**src/verilog/uart_port_regs.svh**
```systemverilog
// Purpose: constants of the serial host register port
// Assumes: included by the port and its package users
// Notes: register addresses are 7-bit, byte bit 0 is the mode
`ifndef UART_PORT_REGS_SVH
`define UART_PORT_REGS_SVH

// ----------------------------------------
// register map
// ----------------------------------------
`define SPEED_ADDR 7'h7E
`define STATUS_ADDR 7'h7F
`define SPEED_RESET 8'h7A
`define MODE_BIT 0
`define EXP_HI 7
`define EXP_LO 5
`define MANT_HI 4
`define MANT_LO 0
`define ST_OVERRUN 0
`define ST_FRAMING 1
`define ST_TRIGGER 2

// ----------------------------------------
// bit timing
// ----------------------------------------
`define REF_KHZ 25'd27120
`define SYS_KHZ 25'd100000
`define OVERSAMPLE 25'd16
`define LIMIT_UNIT (`SYS_KHZ / `OVERSAMPLE)
`define MANT_ONE 12'h001
`define MANT_BIAS 12'h021
`define EXP_ONE 3'h1
`define MIN_DIV 12'h016
`define SUB_MID 4'h7
`define SUB_LAST 4'hF
`define BIT_LAST 3'h7
`define FIFO_DEPTH 8

`endif

```
**src/verilog/uart_port_pkg.sv**
```systemverilog
// Purpose: types shared by the serial host register port
// Assumes: constants come from uart_port_regs.svh
// Notes: line state codes are gray along the usual path; command codes only along the write path
package uart_port_pkg;

  // ----------------------------------------
  // state machines
  // ----------------------------------------
  typedef enum logic [1:0]
  {
    LINE_IDLE = 2'h0,
    LINE_START = 2'h1,
    LINE_DATA = 2'h3,
    LINE_STOP = 2'h2
  } line_state_t;

  typedef enum logic [1:0]
  {
    CMD_ADDR = 2'h0,
    CMD_DATA = 2'h1,
    CMD_FETCH = 2'h3
  } cmd_state_t;

  // ----------------------------------------
  // request to the register core
  // ----------------------------------------
  typedef struct packed
  {
    logic wr;
    logic rd;
    logic [6:0] addr;
    logic [7:0] wdata;
  } reg_req_t;

endpackage : uart_port_pkg

```
**src/verilog/byte_fifo.sv**
```systemverilog
// Purpose: small flop-based first-in first-out buffer
// Assumes: one clock, asynchronous active-low reset
// Notes: in_ready low when full, out_valid low when empty
module byte_fifo #(
  parameter int WIDTH = 8,
  parameter int DEPTH = 8
) (
  input wire logic clk_sys,
  input wire logic arst_n,
  input wire logic in_valid,
  output logic in_ready,
  input wire logic [WIDTH-1:0] in_data,
  output logic out_valid,
  input wire logic out_ready,
  output logic [WIDTH-1:0] out_data
);
  localparam int AW = $clog2(DEPTH);

  logic [WIDTH-1:0] mem [DEPTH];
  logic [AW-1:0] wr_ptr;
  logic [AW-1:0] rd_ptr;
  logic [AW:0] count;

  wire push = in_valid & in_ready;
  wire pop = out_valid & out_ready;

  assign in_ready = count != (AW+1)'(DEPTH);
  assign out_valid = count != '0;
  assign out_data = mem[rd_ptr];

  always_ff @(posedge clk_sys)
  begin
    if (push)
      mem[wr_ptr] <= in_data;
  end

  // pointers wrap only for a power-of-two depth
  always_ff @(posedge clk_sys or negedge arst_n)
  begin
    if (!arst_n)
    begin
      wr_ptr <= '0;
      rd_ptr <= '0;
      count <= '0;
    end
    else
    begin
      wr_ptr <= wr_ptr + AW'(push);
      rd_ptr <= rd_ptr + AW'(pop);
      count <= count + (AW+1)'(push) - (AW+1)'(pop);
    end
  end

endmodule : byte_fifo

```
**src/verilog/uart_host_register_port.sv**
```systemverilog
// Purpose: serial host port giving register read and write access
// Assumes: clk_sys 100 MHz, rate scaled from a 27.12 MHz reference
// Notes: core_rdata must be valid while core_req.rd is high
`include "uart_port_regs.svh"

module uart_host_register_port (
  input wire logic clk_sys,
  input wire logic arst_n,
  input wire logic rx_pin,
  output logic tx_pin,
  input wire logic read_trigger_pin,
  output uart_port_pkg::reg_req_t core_req,
  input wire logic [7:0] core_rdata
);

  // ----------------------------------------
  // functions
  // ----------------------------------------
  // bit period in reference cycles
  function automatic logic [11:0] bit_divisor(input logic [7:0] speed);
    logic [2:0] speed_exponent;
    logic [11:0] speed_mantissa;
    logic [11:0] div;
    speed_exponent = speed[`EXP_HI:`EXP_LO];
    speed_mantissa = {7'h00, speed[`MANT_HI:`MANT_LO]};
    if (speed_exponent == 3'h0)
      div = speed_mantissa + `MANT_ONE;
    else
      div = (speed_mantissa + `MANT_BIAS)
        << (speed_exponent - `EXP_ONE);
    // settings faster than the ceiling are clamped to it
    if (div < `MIN_DIV)
      div = `MIN_DIV;
    return div;
  endfunction : bit_divisor

  // ----------------------------------------
  // input synchronisers
  // ----------------------------------------
  logic rx_meta;
  logic rx_s;
  logic trig_meta;
  logic trig_s;

  always_ff @(posedge clk_sys or negedge arst_n)
  begin
    if (!arst_n)
    begin
      rx_meta <= 1'b1;
      rx_s <= 1'b1;
      trig_meta <= 1'b0;
      trig_s <= 1'b0;
    end
    else
    begin
      rx_meta <= rx_pin;
      rx_s <= rx_meta;
      trig_meta <= read_trigger_pin;
      trig_s <= trig_meta;
    end
  end

  // ----------------------------------------
  // speed register and rate generator
  // ----------------------------------------
  logic [7:0] serial_speed;
  logic [7:0] active_speed;
  logic [24:0] acc;
  uart_port_pkg::line_state_t rx_state;
  uart_port_pkg::line_state_t tx_state;

  // a new rate takes effect only between characters
  wire line_quiet = rx_state == uart_port_pkg::LINE_IDLE
    && tx_state == uart_port_pkg::LINE_IDLE;
  wire [24:0] sub_limit =
    {13'h0000, bit_divisor(active_speed)} * `LIMIT_UNIT;
  // phase accumulator keeps the reference ratio exact
  wire [24:0] acc_sum = acc + `REF_KHZ;
  wire sub_tick = acc_sum >= sub_limit;
  wire [24:0] next_acc = sub_tick ? acc_sum - sub_limit : acc_sum;

  always_ff @(posedge clk_sys or negedge arst_n)
  begin
    if (!arst_n)
    begin
      acc <= '0;
      active_speed <= `SPEED_RESET;
    end
    else
    begin
      acc <= next_acc;
      if (line_quiet)
        active_speed <= serial_speed;
    end
  end

  // ----------------------------------------
  // receiver
  // ----------------------------------------
  logic [3:0] rx_sub;
  logic [2:0] rx_bit;
  logic [7:0] rx_shift;
  uart_port_pkg::line_state_t next_rx_state;
  logic [3:0] next_rx_sub;
  logic [2:0] next_rx_bit;
  logic [7:0] next_rx_shift;

  wire rx_sub_last = rx_sub == `SUB_LAST;
  wire rx_stop_end = sub_tick && rx_sub_last
    && rx_state == uart_port_pkg::LINE_STOP;
  wire rx_push = rx_stop_end && rx_s;
  wire rx_frame_err = rx_stop_end && !rx_s;

  always_comb
  begin
    next_rx_state = rx_state;
    next_rx_sub = rx_sub;
    next_rx_bit = rx_bit;
    next_rx_shift = rx_shift;
    if (sub_tick)
    begin
      next_rx_sub = rx_sub + 4'h1;
      case (rx_state)
        uart_port_pkg::LINE_IDLE:
        begin
          next_rx_sub = 4'h0;
          if (!rx_s)
            next_rx_state = uart_port_pkg::LINE_START;
        end
        uart_port_pkg::LINE_START:
        begin
          // a glitch shorter than half a bit is dropped
          if (rx_sub == `SUB_MID)
          begin
            next_rx_sub = 4'h0;
            next_rx_bit = 3'h0;
            next_rx_state = rx_s ? uart_port_pkg::LINE_IDLE
              : uart_port_pkg::LINE_DATA;
          end
        end
        uart_port_pkg::LINE_DATA:
        begin
          if (rx_sub_last)
          begin
            next_rx_shift = {rx_s, rx_shift[7:1]};
            next_rx_bit = rx_bit + 3'h1;
            if (rx_bit == `BIT_LAST)
              next_rx_state = uart_port_pkg::LINE_STOP;
          end
        end
        default:
        begin
          if (rx_sub_last)
            next_rx_state = uart_port_pkg::LINE_IDLE;
        end
      endcase
    end
  end

  always_ff @(posedge clk_sys or negedge arst_n)
  begin
    if (!arst_n)
    begin
      rx_state <= uart_port_pkg::LINE_IDLE;
      rx_sub <= 4'h0;
      rx_bit <= 3'h0;
      rx_shift <= 8'h00;
    end
    else
    begin
      rx_state <= next_rx_state;
      rx_sub <= next_rx_sub;
      rx_bit <= next_rx_bit;
      rx_shift <= next_rx_shift;
    end
  end

  // ----------------------------------------
  // receive buffer
  // ----------------------------------------
  logic fifo_in_ready;
  logic fifo_valid;
  logic fifo_ready;
  logic [7:0] fifo_byte;

  // the line cannot be stalled, so a full buffer loses the byte
  wire rx_overrun = rx_push && !fifo_in_ready;

  byte_fifo #(
    .WIDTH(8),
    .DEPTH(`FIFO_DEPTH)
  ) rx_fifo (
    .clk_sys(clk_sys),
    .arst_n(arst_n),
    .in_valid(rx_push),
    .in_ready(fifo_in_ready),
    .in_data(next_rx_shift),
    .out_valid(fifo_valid),
    .out_ready(fifo_ready),
    .out_data(fifo_byte)
  );

  // ----------------------------------------
  // command decoder
  // ----------------------------------------
  uart_port_pkg::cmd_state_t cmd_state;
  logic [6:0] cmd_addr;
  logic [1:0] sticky;

  wire tx_free = tx_state == uart_port_pkg::LINE_IDLE;
  wire in_addr = cmd_state == uart_port_pkg::CMD_ADDR;
  wire in_data = cmd_state == uart_port_pkg::CMD_DATA;
  wire in_fetch = cmd_state == uart_port_pkg::CMD_FETCH;
  // address bytes wait for a free transmitter; data never waits
  assign fifo_ready = (in_addr && tx_free) || in_data;
  wire take = fifo_valid && fifo_ready;
  wire take_addr = take && in_addr;
  wire is_read = fifo_byte[`MODE_BIT];
  wire [6:0] byte_addr = fifo_byte[7:1];
  wire start_read = take_addr && is_read && trig_s;
  wire start_write = take_addr && !is_read;
  wire take_data = take && in_data;

  wire hit_speed = cmd_addr == `SPEED_ADDR;
  wire hit_status = cmd_addr == `STATUS_ADDR;
  wire hit_local = hit_speed || hit_status;
  wire [7:0] status_word = {5'h00, trig_s, sticky};
  wire [7:0] read_value = hit_speed ? serial_speed
    : hit_status ? status_word : core_rdata;
  wire clear_status = in_fetch && hit_status;

  uart_port_pkg::cmd_state_t next_cmd_state;

  always_comb
  begin
    next_cmd_state = cmd_state;
    case (cmd_state)
      uart_port_pkg::CMD_ADDR:
      begin
        if (start_read)
          next_cmd_state = uart_port_pkg::CMD_FETCH;
        else if (start_write)
          next_cmd_state = uart_port_pkg::CMD_DATA;
      end
      uart_port_pkg::CMD_DATA:
      begin
        if (take_data)
          next_cmd_state = uart_port_pkg::CMD_ADDR;
      end
      default:
        next_cmd_state = uart_port_pkg::CMD_ADDR;
    endcase
  end

  always_ff @(posedge clk_sys or negedge arst_n)
  begin
    if (!arst_n)
    begin
      cmd_state <= uart_port_pkg::CMD_ADDR;
      cmd_addr <= 7'h00;
    end
    else
    begin
      cmd_state <= next_cmd_state;
      if (take_addr)
        cmd_addr <= byte_addr;
    end
  end

  // ----------------------------------------
  // registers and core strobes
  // ----------------------------------------
  uart_port_pkg::reg_req_t next_req;

  assign next_req.wr = take_data && !hit_local;
  assign next_req.rd = start_read
    && !(byte_addr == `SPEED_ADDR || byte_addr == `STATUS_ADDR);
  // the core sees address and data move only with a strobe
  assign next_req.addr = next_req.rd ? byte_addr
    : next_req.wr ? cmd_addr : core_req.addr;
  assign next_req.wdata = next_req.wr ? fifo_byte : core_req.wdata;

  // an event in the clearing cycle survives the clear
  wire [1:0] sticky_set = {rx_frame_err, rx_overrun};
  wire [1:0] next_sticky = (clear_status ? 2'b00 : sticky) | sticky_set;

  always_ff @(posedge clk_sys or negedge arst_n)
  begin
    if (!arst_n)
    begin
      core_req <= '0;
      serial_speed <= `SPEED_RESET;
      sticky <= 2'b00;
    end
    else
    begin
      core_req <= next_req;
      sticky <= next_sticky;
      if (take_data && hit_speed)
        serial_speed <= fifo_byte;
    end
  end

  // ----------------------------------------
  // transmitter
  // ----------------------------------------
  logic [3:0] tx_sub;
  logic [2:0] tx_bit;
  logic [7:0] tx_shift;
  uart_port_pkg::line_state_t next_tx_state;
  logic [3:0] next_tx_sub;
  logic [2:0] next_tx_bit;
  logic [7:0] next_tx_shift;

  // reply in the fetch cycle, echo as a write address is taken
  wire tx_go = in_fetch || start_write;
  wire [7:0] tx_load = in_fetch ? read_value : fifo_byte;
  wire tx_sub_last = tx_sub == `SUB_LAST;
  wire next_tx_line = next_tx_state == uart_port_pkg::LINE_START
    ? 1'b0 : next_tx_state == uart_port_pkg::LINE_DATA
    ? next_tx_shift[0] : 1'b1;

  always_comb
  begin
    next_tx_state = tx_state;
    next_tx_sub = tx_sub;
    next_tx_bit = tx_bit;
    next_tx_shift = tx_shift;
    case (tx_state)
      uart_port_pkg::LINE_IDLE:
      begin
        next_tx_sub = 4'h0;
        next_tx_bit = 3'h0;
        if (tx_go)
        begin
          next_tx_shift = tx_load;
          // first tick only aligns, so the start bit is never short
          next_tx_sub = `SUB_LAST;
          next_tx_bit = 3'h1;
          next_tx_state = uart_port_pkg::LINE_START;
        end
      end
      uart_port_pkg::LINE_START:
      begin
        if (sub_tick)
        begin
          next_tx_sub = tx_sub + 4'h1;
          if (tx_sub_last)
          begin
            if (tx_bit != 3'h0)
              next_tx_bit = 3'h0;
            else
              next_tx_state = uart_port_pkg::LINE_DATA;
          end
        end
      end
      uart_port_pkg::LINE_DATA:
      begin
        if (sub_tick)
        begin
          next_tx_sub = tx_sub + 4'h1;
          if (tx_sub_last)
          begin
            next_tx_shift = {1'b0, tx_shift[7:1]};
            next_tx_bit = tx_bit + 3'h1;
            if (tx_bit == `BIT_LAST)
              next_tx_state = uart_port_pkg::LINE_STOP;
          end
        end
      end
      default:
      begin
        if (sub_tick)
        begin
          next_tx_sub = tx_sub + 4'h1;
          if (tx_sub_last)
            next_tx_state = uart_port_pkg::LINE_IDLE;
        end
      end
    endcase
  end

  always_ff @(posedge clk_sys or negedge arst_n)
  begin
    if (!arst_n)
    begin
      tx_state <= uart_port_pkg::LINE_IDLE;
      tx_sub <= 4'h0;
      tx_bit <= 3'h0;
      tx_shift <= 8'h00;
      tx_pin <= 1'b1;
    end
    else
    begin
      tx_state <= next_tx_state;
      tx_sub <= next_tx_sub;
      tx_bit <= next_tx_bit;
      tx_shift <= next_tx_shift;
      tx_pin <= next_tx_line;
    end
  end

endmodule : uart_host_register_port

```
**config.mk**
```make
export PLATFORM = sky130hd
export DESIGN_NAME = uart_host_register_port
export DESIGN_NICKNAME = d
export VERILOG_FILES = /design/src/verilog/uart_port_pkg.sv /design/src/verilog/byte_fifo.sv /design/src/verilog/uart_host_register_port.sv
export VERILOG_INCLUDE_DIRS = /design/src /design/src/verilog
export SDC_FILE = /design/constraint.sdc
export NUM_CORES = 1
export LEC_CHECK = 0
export BUFFER_PORTS_ARGS = -buffer_cell sky130_fd_sc_hd__buf_2
export CORE_UTILIZATION = 40
export DETAILED_ROUTE_END_ITERATION = 7
export GPL_TIMING_DRIVEN = 0
export PLACE_DENSITY_LB_ADDON = 0.2
export SETUP_SLACK_MARGIN = 0.4
export SLEW_MARGIN = 0
export SYNTH_ARGS = -nofsm -noshare
export SYNTH_HDL_FRONTEND = slang
export SYNTH_SLANG_ARGS = --single-unit
```
**constraint.sdc**
```tcl
create_clock -name clk_sys -period 31.7 [get_ports clk_sys]
set_clock_uncertainty 0.15 [all_clocks]
set_input_delay 1.585 -clock clk_sys [delete_from_list [all_inputs] [get_ports clk_sys]]
set_output_delay 1.585 -clock clk_sys [all_outputs]
set_load 0.05 [all_outputs]
```
-- Word level (Yosys, flattened, before mapping)
Memories as Yosys holds them, arrays and structs flattened.
Cells that the tools add are included.
- bits in registers: 118
- memory bits (writable): 64
- logic and storage cells: 178
- memories: 1
- $add $sub $neg: 13
- $mul: 1
- magnitude comparators: 2
- eq/ne operators: 31
- shift operators: 1
- muxes and demuxes: 56
- bitwise logic cells: 3
- reductions and logical operators: 43
- memories (memory ; words ; bits a word ; read ports ; clocked after Yosys merged registers in ; write ports ; RTL line ; text):
    rx_fifo.mem ; 8 ; 8 ; 1 ; 0 ; 1 ; byte_fifo.sv:19 ; logic [WIDTH-1:0] mem [DEPTH];
- operator list (kind ; number):
    $mux 8 ; 9
    $mux 2 ; 19
    $eq 7x7->1 const B ; 4
    $add 25x15->25 const B ; 1
    $ge 25x25->1 ; 1
    $mux 25 ; 1
    $sub 25x25->25 ; 1
    $mul 12x12->24 const B ; 1
    $mux 12 ; 2
    $mux 3 ; 7
    $ne 2x2->1 const B ; 9
    $logic_and 1x1->1 ; 17
    $mux 4 ; 4
    $pmux 8 s2 ; 1
    $mux 7 ; 2
    $lt 12x5->1 const B ; 1
    $pmux 2 s3 ; 2
    $reduce_and 6->1 ; 2
    $shl 7x3->12 ; 1
    $eq 2x2->1 const B ; 5
    $pmux 3 s3 ; 1
    $reduce_bool 3->1 ; 3
    $add 4x1->4 const B ; 2
    $eq 2x1->1 const B ; 4
    27 further kinds ; 50

-- Depth between registers and ports, before layout
Gate-level depths: netlist (run 1).
- word-level depth: 13
- mapped depth: 46
- depth with buffers taken out: 40

-- Cells and area by module
From an unflattened synthesis (run 1), not the netlist that was laid out.
- cell total of the unflattened synthesis: 1208
- area, all modules: 12648.4 µm²
- modules (own cells, without submodules) (module ; instances ; cells each ; area each (µm²) ; seq. area each (µm²)):
    uart_host_register_port ; 1 ; 1062 ; 9615.5 ; 2693.8
    byte_fifo ; 1 ; 146 ; 3032.9 ; 2172.1

-- Least setup slack after synthesis (run 1)
No wires, ideal clock.
- path type: reg2reg
- from: register active_speed[5]
- to: memory rx_fifo.mem[0][0] (enable)
- setup time: 0.383 ns
- arrival time: 9.370 ns
- slack: 21.796 ns
- stages on the path, launching flop included: 38
- cells stage by stage: dfstp_2 -> clkbuf_1 -> clkinv_1 -> ha_1 -> buf_2 -> buf_1 -> a311oi_1 -> a31oi_1 -> a21oi_1 -> inv_1 -> ha_1 -> nand4_1 -> nor4_1 -> and3_1 -> clkbuf_1 -> nor2_1 -> ha_1 -> ha_1 -> (+2 left out) -> fa_1 -> inv_1 -> fa_1 -> inv_1 -> ha_1 -> a21o_1 -> o41a_1 -> a21o_1 -> xnor2_1 -> ha_1 -> nand4_1 -> or2_0 -> or3_1 -> and3_1 -> a211oi_4 -> o211a_1 -> or3b_2 -> nor3_1
- word-level cells in the longest chain between the ends: 13
- elaborated cells between the ends (all ways): 14
- ends and longest elaborated chain (item ; RTL line ; text):
    start: declaration ; uart_host_register_port.sv:67 ; logic [7:0] active_speed;
    start signal: assignment ; uart_host_register_port.sv:87 ; active_speed <= `SPEED_RESET;
    start signal: assignment ; uart_host_register_port.sv:93 ; active_speed <= serial_speed;
    $sub 3x1->3 (no source line) ; - ;
    $shl 7x3->12 ; uart_host_register_port.sv:29 ; div = (speed_mantissa + `MANT_BIAS)
    $mux 12 * ; uart_host_register_port.sv:26 ; if (speed_exponent == 3'h0)
    $lt 12x5->1 (no source line) ; - ;
    $mux 12 * ; uart_host_register_port.sv:32 ; if (div < `MIN_DIV)
    $mul 12x12->24 (no source line) * ; - ;
    $ge 25x25->1 * ; uart_host_register_port.sv:79 ; wire sub_tick = acc_sum >= sub_limit;
    $logic_and 1x1->1 * ; uart_host_register_port.sv:109 ; wire rx_stop_end = sub_tick && rx_sub_last
    $logic_and 1x1->1 * ; uart_host_register_port.sv:110 ; && rx_state == uart_port_pkg::LINE_STOP;
    $logic_and 1x1->1 * ; uart_host_register_port.sv:111 ; wire rx_push = rx_stop_end && rx_s;
    $and 1x1->1 * ; byte_fifo.sv:24 ; wire push = in_valid & in_ready;
    $mux 1 * ; byte_fifo.sv:33 ; if (push)
    $mux 1 (not written as such) * ; byte_fifo.sv:34 ; mem[wr_ptr] <= in_data;
    end: declaration ; byte_fifo.sv:19 ;
Every way passes the cells marked *; elsewhere a longest branch is shown, timed or not.

-- Final worst setup path (run 1)
- from: register active_speed[5]
- to: memory rx_fifo.mem[4][4] (enable)
Same word-level chain as after synthesis.

==> results of run 1 <==
## power by group through the flow
stage	clock [mW]	combinational (mW)	sequential, mW
after CTS	0.242	0.758	0.331
after global routing	0.250	0.850	0.338
after global placement	0	0.746	0.334
after floorplan	0	0.550	0.364
after detailed placement	0	0.755	0.335
final	0.236	0.753	0.331
## worst paths after layout
check,start,end,slack (ns)
setup / recovery,active_speed[5],rx_fifo.mem[4][4],19.98
hold / removal,rx_meta,rx_s,0.21
setup reg to reg,active_speed[5],rx_fifo.mem[4][4],19.98
hold reg to reg,rx_meta,rx_s,0.21
max in group asynchronous,arst_n,active_speed[4],29.69
min in group asynchronous,arst_n,acc[6],0.93
## cells by family after synthesis
family / synth area share
AOI/OAI and AO/OA: 0.1529
xor gates and xnor gates: 0.04976
adders and majority gates: 0.1763
buffers and inverters: 0.05055
DFF: 0.3839
muxes: 0.06852
and+or+nand+nor: 0.1180
## state kept, by name, indices dropped and copies added (netlist names), 2 cells and up
signal          count
acc                24
active_speed        8
cmd_addr            7
cmd_state           2
core_req           17
rx_bit              3
rx_fifo.count       4
rx_fifo.mem        64
rx_fifo.rd_ptr      3
rx_fifo.wr_ptr      3
rx_shift            8
rx_state            2
rx_sub              4
serial_speed        8
sticky              2
tx_bit              3
tx_shift            8
tx_state            2
tx_sub              4
## metal layers
layer | global-route usage | wire length (um) | up-vias
met5 | 0 | 0 | -
met4 | 0.04345 | 232 | 0
met3 | 0.02249 | 583 | 19
met2 | 0.3272 | 14330 | 111
met1 | 0.2377 | 13350 | 4462
li1 | - | - | 4541
## critical path, delay by kind of cell (launching register included)
family / cells / cell delay (ns)
simple gates: 10 / 3.27
flops: 1 / 0.52
fa+ha+maj: 9 / 3.22
compound gates: 8 / 2.05
xor+xnor: 2 / 0.31
buf+inv: 8 / 1.78
## layout by cell type, fill, tap and decap left out, types with 14 or more instances in the layout
cell type  synthesis  layout
a21o_1            20      20
a21oi_1           80      80
buf_2              6      34
clkbuf_1          25      25
clkbuf_16          0      17
dfrtp_1          104     104
edfxtp_1          64      64
fa_1              26      26
ha_1             137     137
inv_1            113     113
mux2_2            24      24
mux2i_1           17      17
mux4_1            14      14
nand2_1           90      90
nand3_1           24      24
nor2_1            95      95
nor3_1            22      20
o21ai_0           60      60
xnor2_1           33      33
xor2_1            39      39
## per-stage QoR
| stage | total power [mW] | std cells | hold WS [ns] | setup slack (ns) | util |
|---|---|---|---|---|---|
| 2_1_floorplan | 0.9148 | 1231 | 0.1812 | 21.80 | - |
| 3_3_place_gp | 1.080 | 1656 | 0.1885 | 19.49 | 0.4307 |
| 3_5_place_dp | 1.090 | 1659 | 0.2011 | 20.06 | 0.4329 |
| 4_1_cts | 1.331 | 1691 | 0.2132 | 19.98 | 0.4542 |
| 5_1_grt | 1.438 | 1691 | 0.2156 | 19.18 | 0.4542 |
| 6_report | 1.320 | 1691 | 0.2125 | 19.98 | 0.4542 |
## final cells by class
type	count	area [um2]
plain buffers	41	212.7
clock buffers	17	425.4
clock inverters	15	232.7
fillers	2917	16870
inverters	114	427.9
multi-input cells	895	7177
flip-flops and latches	181	4866
well taps	396	495.5
repair buffers	32	201.4
==> impl_metrics.py, run 1 <==
metrics = {
    "sta": {
        "setup_violations": 0,
        "drv_slew": 0,
        "hold_viol_final": 0,
        "finalSetupTns_ns": 0,
        "max_freq_mhz": 85.36,
        "worstMarginPinSlew_ns": 1.029,
        "fin_crit_sh": 0.3696,
        "rsz0062_at_grt": "no",
        "slew_headroom": 0.3116,
        "period_minus_slack_ns": 11.72,
    },
    "run": {
        "drv_cap": 0,
    },
    "cts": {
        "htreeDepth": 4,
        "clk_pin_slew_ns": 0.08,
        "ctsHoldBuffers": 0,
        "clk-insertion-delay-late_ns": 0.45,
        "cts_tree": "built",
        "cts_max_path_buffers": 2,
        "cts_resized": 0,
        "clock-sinks": 181,
        "root_buffer": "clkbuf_16",
        "cts_buffers": 17,
        "post_cts_buffers": 0,
    },
    "power_and_ir_drop": {
        "intPower_uw": 709.0,
        "switching_share": 0.4629,
        "p_comb_frac": 0.571,
        "p_switching_uw": 611.0,
        "peakVddDrop_uv": 50.06,
        "cellPowerDensity_mw_per_mm2": 94.03,
        "leakagePower_nw": 6.413,
        "clkPwrFrac": 0.178,
        "pwr-share-seq": 0.251,
    },
    "min_path": {
        "whs_path_depth": 0,
        "hold_path.class": "reg2reg",
    },
    "final_layout": {
        "antenna_cells": 0,
        "area_delta_synth_final_pct": 10.77,
        "drive_gt1_frac": 0.1089,
        "final_area_mm2": 0.01404,
        "nets": 1457,
    },
    "yosys": {
        "yosysMostFrequentCell": "ha_1",
        "ys_async_sr_fraction": 0.6464,
        "synth_common_cells": "ha_1 (137), inv_1 (113), dfrtp_1 (104), nor2_1 (95), nand2_1 (90)",
        "synth.area.top_cells": "dfrtp_1 (21%), edfxtp_1 (15%), ha_1 (14%)",
        "synth_top_area_frac": 0.2054,
        "synth_warnings": 0,
        "yosys.area.top_type": "dfrtp_1",
        "syn_inst": 1231,
        "synth.yosys.seq_area_share": 0.3839,
        "ys_types": 84,
        "ys_ff_latch": 181,
        "synth.avg_cell_area_um2": 10.30,
        "yosys_most_used_dff": "dfrtp_1",
        "synthesis.area_mm2": 0.01267,
        "synth-edff-count": 64,
        "syn-num-nets": 1406,
    },
    "global_route": {
        "grt_pass1_vias": 9173,
        "antenna_found_initial": 0,
        "grt_overflow": 0,
        "track_usage": 0.1841,
        "grt_pass1_wl_um": 47560,
        "grt_start_max_net_pins": 66,
    },
    "routing": {
        "detail-route-antenna-nets": 0,
        "num_vias": 9133,
        "drc": 0,
        "drt-vias-per-instance": 5.401,
        "drt_iter0_markers": 542,
        "dr.pass1.iters": 5,
        "routed_wl_um": 28500,
        "wl_per_cell_um": 16.85,
    },
    "critical_path": {
        "cp_slowest_stage_delay_ns": 0.81,
        "crit_top_cell": "ha_1",
        "critPathRequiredTime_ns": 31.62,
        "cp_slowest_cell": "nor2_1",
        "endpoint_kind": "flop",
        "ff2ff_path_depth": 37,
        "worstSetupStartpointType": "flop",
        "crit_path_max_fanout": 10,
        "criticalPathCategory": "reg2reg",
        "arrival_ns": 11.63,
    },
    "placement": {
        "io_buffers": 29,
        "post-dp-hpwl_um": 21690,
        "placed_cell_area_mm2": 0.01338,
        "gp_congestion": 0.8579,
    },
    "die": {
        "rows": 64,
        "pin_count": 30,
        "core_mm2": 0.03091,
        "dieArea_mm2": 0.03240,
        "die_x_um": 180,
        "start_util": 0.4100,
        "die_h_um": 180,
    },
    "status": {
        "status": "finished, final reports clean",
    },
}
No activity file was read; power rests on OpenSTA's default activity.
==> run 2, diff against run 1 <==
==> constraint.sdc (replaced) <==
create_clock -name clk_sys -period 9.9 [get_ports clk_sys]
set_clock_uncertainty 0.15 [all_clocks]
set_input_delay 0.495 -clock clk_sys [delete_from_list [all_inputs] [get_ports clk_sys]]
set_output_delay 0.495 -clock clk_sys [all_outputs]
set_load 0.05 [all_outputs]
==> run 2 against run 1 <==
Compared with the run above:
- worst setup slack got worse by 19 ns
- register-to-register slack worse by 19 ns
- first-iteration DRC count down 6.8%
- sequential share of layout area fell by 2.3 points
- sequential cell count did not move
- wire length increased by 4.9%
- largest power group unchanged
- via count up 3.5%
==> impl_metrics.py, run 2 (same netlist as run 1, synthesis figures left out) <==
metrics = {
    "sta": {
        "fin_crit_sh": 0.9258,
        "worstMarginPinSlew_ns": 0.9795,
        "hold_viol_final": 0,
        "slew_headroom": 0.3283,
        "finalSetupTns_ns": 0,
        "period_minus_slack_ns": 9.166,
        "setup_slack_ns": 0.7343,
        "rsz0062_at_grt": "no",
        "max_freq_mhz": 109.1,
        "drv_slew": 0,
        "holdWs_ns": 0.03193,
        "setup_violations": 0,
    },
    "power_and_ir_drop": {
        "peakVddDrop_uv": 192.5,
        "p_switching_mw": 2.026,
        "pwr-share-seq": 0.240,
        "cellPowerDensity_mw_per_mm2": 293.9,
        "power_mw": 4.427,
        "clkPwrFrac": 0.172,
        "switching_share": 0.4576,
        "leakagePower_nw": 6.752,
        "intPower_mw": 2.401,
        "p_comb_frac": 0.589,
    },
    "final_layout": {
        "final_common_cell": "ha_1",
        "mostFrequentLayoutCells": "ha_1 (125), inv_1 (110), dfrtp_1 (103), nand2_1 (85), nor2_1 (84)",
        "largestRegisters": "rx_fifo.mem: 64 flops, acc: 24 flops, core_req: 17 flops",
        "nets": 1503,
        "largest-register": "rx_fifo.mem",
        "largest_register_ffs": 64,
        "drive_gt1_frac": 0.1961,
        "area_delta_synth_final_pct": 18.83,
        "final_area_mm2": 0.01506,
        "antenna_cells": 0,
    },
    "min_path": {
        "hold_path.class": "in2reg",
    },
    "die": {
        "pin_count": 30,
        "rows": 64,
        "die_x_um": 180,
        "start_util": 0.4100,
        "core_mm2": 0.03091,
        "dieArea_mm2": 0.03240,
        "die_h_um": 180,
    },
    "critical_path": {
        "cp_slowest_stage_delay_ns": 0.69,
        "cp_slowest_cell": "o22ai_1",
        "critPathRequiredTime_ns": 10.13,
        "worstSetupStartpointType": "flop",
        "criticalPathCategory": "reg2reg",
        "crit_top_cell": "inv_1",
        "endpoint_kind": "flop",
        "arrival_ns": 9.39,
        "crit_path_max_fanout": 10,
    },
    "routing": {
        "drt_iter0_markers": 505,
        "routed_wl_um": 29900,
        "num_vias": 9454,
        "drc": 0,
        "wl_per_cell_um": 17.21,
        "dr.pass1.iters": 5,
        "detail-route-antenna-nets": 0,
        "drt-vias-per-instance": 5.443,
    },
    "placement": {
        "post-dp-hpwl_um": 21320,
        "pre_cts_ws_ns": -1.579,
        "placed_cell_area_mm2": 0.01338,
        "io_buffers": 29,
        "gp_congestion": 0.8581,
    },
    "global_route": {
        "grt_pass1_vias": 9357,
        "grt_pass1_wl_um": 48650,
        "antenna_found_initial": 0,
        "grt_overflow": 0,
        "track_usage": 0.1874,
        "grt_start_max_net_pins": 68,
    },
    "cts": {
        "cts_tree": "built",
        "clk-insertion-delay-late_ns": 0.45,
        "htreeDepth": 4,
        "clk_pin_slew_ns": 0.09,
        "clock-sinks": 181,
        "cts_max_path_buffers": 2,
        "cts_buffers": 17,
        "root_buffer": "clkbuf_16",
    },
    "run": {
        "drv_cap": 0,
    },
    "status": {
        "status": "finished, final reports clean",
    },
}
-- run 2: worst max-delay path: cells and delay by family (launching register included) --
family / cells / cell delay [ns]
adders and majority gates: 10 / 3.17
AOI/OAI and AO/OA: 10 / 2.75
buffers and inverters: 14 / 1.29
and+or+nand+nor: 6 / 0.96
DFF: 1 / 0.54
xor gates and xnor gates: 1 / 0.23
-- run 2: what timing repair did --
action,in CTS,in global routing
hold buffers,2,0
endpoints found under the setup margin,196,187
hold endpoints to repair,48,0
gates resized for setup,66,68
pin swaps,24,32
setup buffers,27,19
-- run 2: layer usage --
| layer | share of wire | GRT usage | routed length (um) |
|---|---|---|---|
| met4 | 0.012 | 0.03828 | 355 |
| met5 | 0 | 0 | 0 |
| met3 | 0.022 | 0.02249 | 660 |
| met2 | 0.51 | 0.3300 | 15140 |
| met1 | 0.46 | 0.2470 | 13740 |
-- run 2: final timing paths --
path,from,endpoint,slack (ns),cells past startpoint
min in group asynchronous,arst_n,acc[6],0.41,2
max in group asynchronous,arst_n,serial_speed[3],8.41,3
worst min register to register,trig_meta,trig_s,0.21,0
worst min-delay path,read_trigger_pin,trig_meta,0.03,1
worst max register to register,active_speed[5],rx_fifo.count[1],0.73,41
worst max-delay path,active_speed[5],rx_fifo.count[1],0.73,41
-- run 2: cell type report --
class | instances | area (um2)
Fill cell | 2828 | 15850
Multi-Input combinational cell | 895 | 7696
Sequential cell | 181 | 4867
Timing Repair Buffer | 78 | 623.1
Tap cell | 396 | 495.5
Inverter | 114 | 432.9
Clock buffer | 17 | 425.4
Buffer | 41 | 286.5
Clock inverter | 15 | 232.7
-- run 2: power groups by stage --
stage / Clock, mW / Sequential (mW) / Combinational, mW
floorplan: 0 / 1.17 / 1.76
global placement: 0 / 1.07 / 2.39
detailed placement: 0 / 1.07 / 2.42
CTS: 0.775 / 1.06 / 2.52
global route: 0.804 / 1.08 / 2.90
finish: 0.760 / 1.06 / 2.61
-- run 2: metrics by stage --
| stage | std cells | utilization |
|---|---|---|
| after global placement | 1656 | 0.4316 |
| after floorplan | 1231 | - |
| final | 1737 | 0.4872 |
| after global routing | 1737 | 0.4872 |
| after CTS | 1718 | 0.4729 |
| after detailed placement | 1657 | 0.4328 |
==> run 3, diff against run 2 <==
--- a/config.mk
+++ b/config.mk
@@ -6,9 +6,9 @@
 export SDC_FILE = /design/constraint.sdc
 export NUM_CORES = 1
 export LEC_CHECK = 0
-export BUFFER_PORTS_ARGS = -buffer_cell sky130_fd_sc_hd__buf_2
 export CORE_UTILIZATION = 40
 export DETAILED_ROUTE_END_ITERATION = 7
+export DONT_BUFFER_PORTS = 1
 export GPL_TIMING_DRIVEN = 0
 export PLACE_DENSITY_LB_ADDON = 0.2
 export SETUP_SLACK_MARGIN = 0.4
==> run 3 against run 2 <==
Compared with the run above:
- maximum frequency down 0.55%
- sequential cell count unchanged
- first-iteration DRC count fell by 5.7%
- sequential share of layout area is 0.32 points higher
- global-route usage rose by 0.37 points
- critical path depth down 5
- non-clock buffer count decreased by 26
- core utilization fell by 0.49 points
- worst setup slack lost 0.051 ns
- count of clock-buffer cells in the layout is the same
==> impl_metrics.py, run 3 (same netlist as run 1, synthesis figures left out) <==
metrics = {
    "critical_path": {
        "critPathRequiredTime_ns": 9.93,
        "endpoint_kind": "flop",
        "cp_slowest_stage_delay_ns": 0.56,
        "criticalPathCategory": "reg2reg",
        "arrival_ns": 9.25,
        "crit_path_max_fanout": 9,
        "cp_slowest_cell": "fa_1",
        "worstSetupStartpointType": "flop",
        "cp_num_buf_inv": 8,
        "crit_family": "compound AO/OA/AOI/OAI gates",
    },
    "routing": {
        "routed_wl_um": 30430,
        "dr.pass1.iters": 4,
        "drt_iter0_markers": 476,
        "num_vias": 9398,
        "drt-vias-per-instance": 5.493,
        "detail-route-antenna-nets": 0,
        "wl_per_cell_um": 17.78,
        "drc": 0,
    },
    "cts": {
        "cts_tree": "built",
        "clock-sinks": 181,
        "root_buffer": "clkbuf_16",
        "htreeDepth": 4,
        "cts_buffers": 17,
        "clk_pin_slew_ns": 0.08,
        "clk-insertion-delay-late_ns": 0.45,
        "cts_max_path_buffers": 2,
    },
    "sta": {
        "rsz0062_at_grt": "no",
        "max_freq_mhz": 108.5,
        "worstMarginPinSlew_ns": 0.9788,
        "setup_violations": 0,
        "holdWs_ns": 0.2084,
        "slew_headroom": 0.3288,
        "hold_viol_final": 0,
        "period_minus_slack_ns": 9.216,
        "drv_slew": 0,
        "fin_crit_sh": 0.9310,
    },
    "power_and_ir_drop": {
        "leakagePower_nw": 6.623,
        "cellPowerDensity_mw_per_mm2": 292.0,
        "peakVddDrop_uv": 143.7,
    },
    "final_layout": {
        "area_delta_synth_final_pct": 17.62,
        "nets": 1477,
        "largest-register": "rx_fifo.mem",
        "largest_register_ffs": 64,
        "antenna_cells": 0,
        "largestRegisters": "rx_fifo.mem: 64 flops, acc: 24 flops, core_req: 17 flops",
        "ff_latch_area_mm2": 0.004866,
        "final_area_mm2": 0.01491,
        "mostFrequentLayoutCells": "ha_1 (119), inv_1 (108), dfrtp_1 (104), nand2_1 (87), nor2_1 (85)",
        "multi_input_area_mm2": 0.007670,
        "final_common_cell": "ha_1",
        "final_cells": 1711,
        "fillers": 2802,
        "drive_gt1_frac": 0.1779,
    },
    "die": {
        "dieArea_mm2": 0.03240,
        "core_mm2": 0.03091,
        "die_h_um": 180,
        "die_x_um": 180,
        "rows": 64,
        "start_util": 0.4100,
        "pin_count": 30,
    },
    "status": {
        "status": "finished, final reports clean",
    },
    "global_route": {
        "track_usage": 0.1911,
        "grt_pass1_wl_um": 49380,
        "grt_pass1_vias": 9411,
        "antenna_found_initial": 0,
        "grt_overflow": 0,
        "grt_start_max_net_pins": 118,
    },
    "placement": {
        "gp_congestion": 0.8692,
        "post-dp-hpwl_um": 21460,
        "io_buffers": 0,
        "place_inst": 1627,
        "placed_cell_area_mm2": 0.01320,
    },
    "run": {
        "drv_cap": 0,
    },
    "min_path": {
        "hold_path.class": "reg2reg",
    },
}
-- run 3: cell types whose count changed in the layout (fill, tap and decap cells not counted), sizes merged --
cell         delta
buf            -25
clkinv          +3
inv             -3
dlygate4sd3     +1
clkbuf          -2
-- run 3: routing by layer --
layer / routed length, um / track usage / part of all wire / up-vias
met1: 13690 / 0.2463 / 0.45 / 4680
met3: 786 / 0.02411 / 0.026 / 25
met2: 15590 / 0.3385 / 0.51 / 130
met5: 0 / 0 / 0 / -
li1: - / - / - / 4563
met4: 364 / 0.04724 / 0.012 / 0
-- run 3: worst reg2reg max path: cells and delay by family, from the launching register on --
family / cells / cell delay [ns]
DFF: 1 / 0.54
adders and majority gates: 8 / 2.70
muxes: 1 / 0.42
and+or+nand+nor: 5 / 1.03
buffers and inverters: 8 / 0.84
xor gates and xnor gates: 1 / 0.29
AOI/OAI and AO/OA: 13 / 2.98
-- run 3: stage by stage --
stage | setup TNS (ns) | power (mW) | util | worst slack [ns]
after global routing | 0 | 4.723 | 0.4823 | 0.3455
final | 0 | 4.352 | 0.4823 | 0.6836
after CTS | 0 | 4.251 | 0.4658 | 0.4027
after detailed placement | -194.00 | 3.460 | 0.4271 | -1.549
after global placement | -207.24 | 3.422 | 0.4269 | -1.786
after floorplan | 0 | 2.929 | - | 0.4310
-- run 3: layout make-up --
class | count | share of cell area
flip-flops and latches | 181 | 0.3264
plain buffers | 41 | 0.01939
inverters | 114 | 0.02955
well taps | 396 | 0.03324
multi-input cells | 895 | 0.5145
clock buffers | 17 | 0.02854
clock inverters | 15 | 0.01335
repair buffers | 52 | 0.03500
-- run 3: power breakdown --
part | internal (mW) | total (mW) | switching (mW)
combinational | 1.05 | 2.44 | 1.39
clock | 0.352 | 0.723 | 0.371
sequential | 0.945 | 1.19 | 0.241
total | 2.35 | 4.35 | 2.00
-- run 3: worst paths after layout --
check	cells after the start	slack, ns	start	end
hold reg to reg	0	0.21	rx_meta	rx_s
setup reg to reg	36	0.68	active_speed[5]	rx_fifo.mem[3][6]
min in group asynchronous	2	0.45	arst_n	acc[6]
hold / removal	0	0.21	rx_meta	rx_s
setup / recovery	36	0.68	active_speed[5]	rx_fifo.mem[3][6]
max in group asynchronous	2	8.53	arst_n	core_req[12]
-- run 3: what timing repair did --
action / in CTS / in global routing
hold endpoints to repair: 119 / 0
hold buffers: 4 / 0
setup endpoints to repair: 196 / 187
pin swaps: 22 / 32
resized for setup: 60 / 78
setup buffers: 27 / 20
gates cloned: 0 / 1
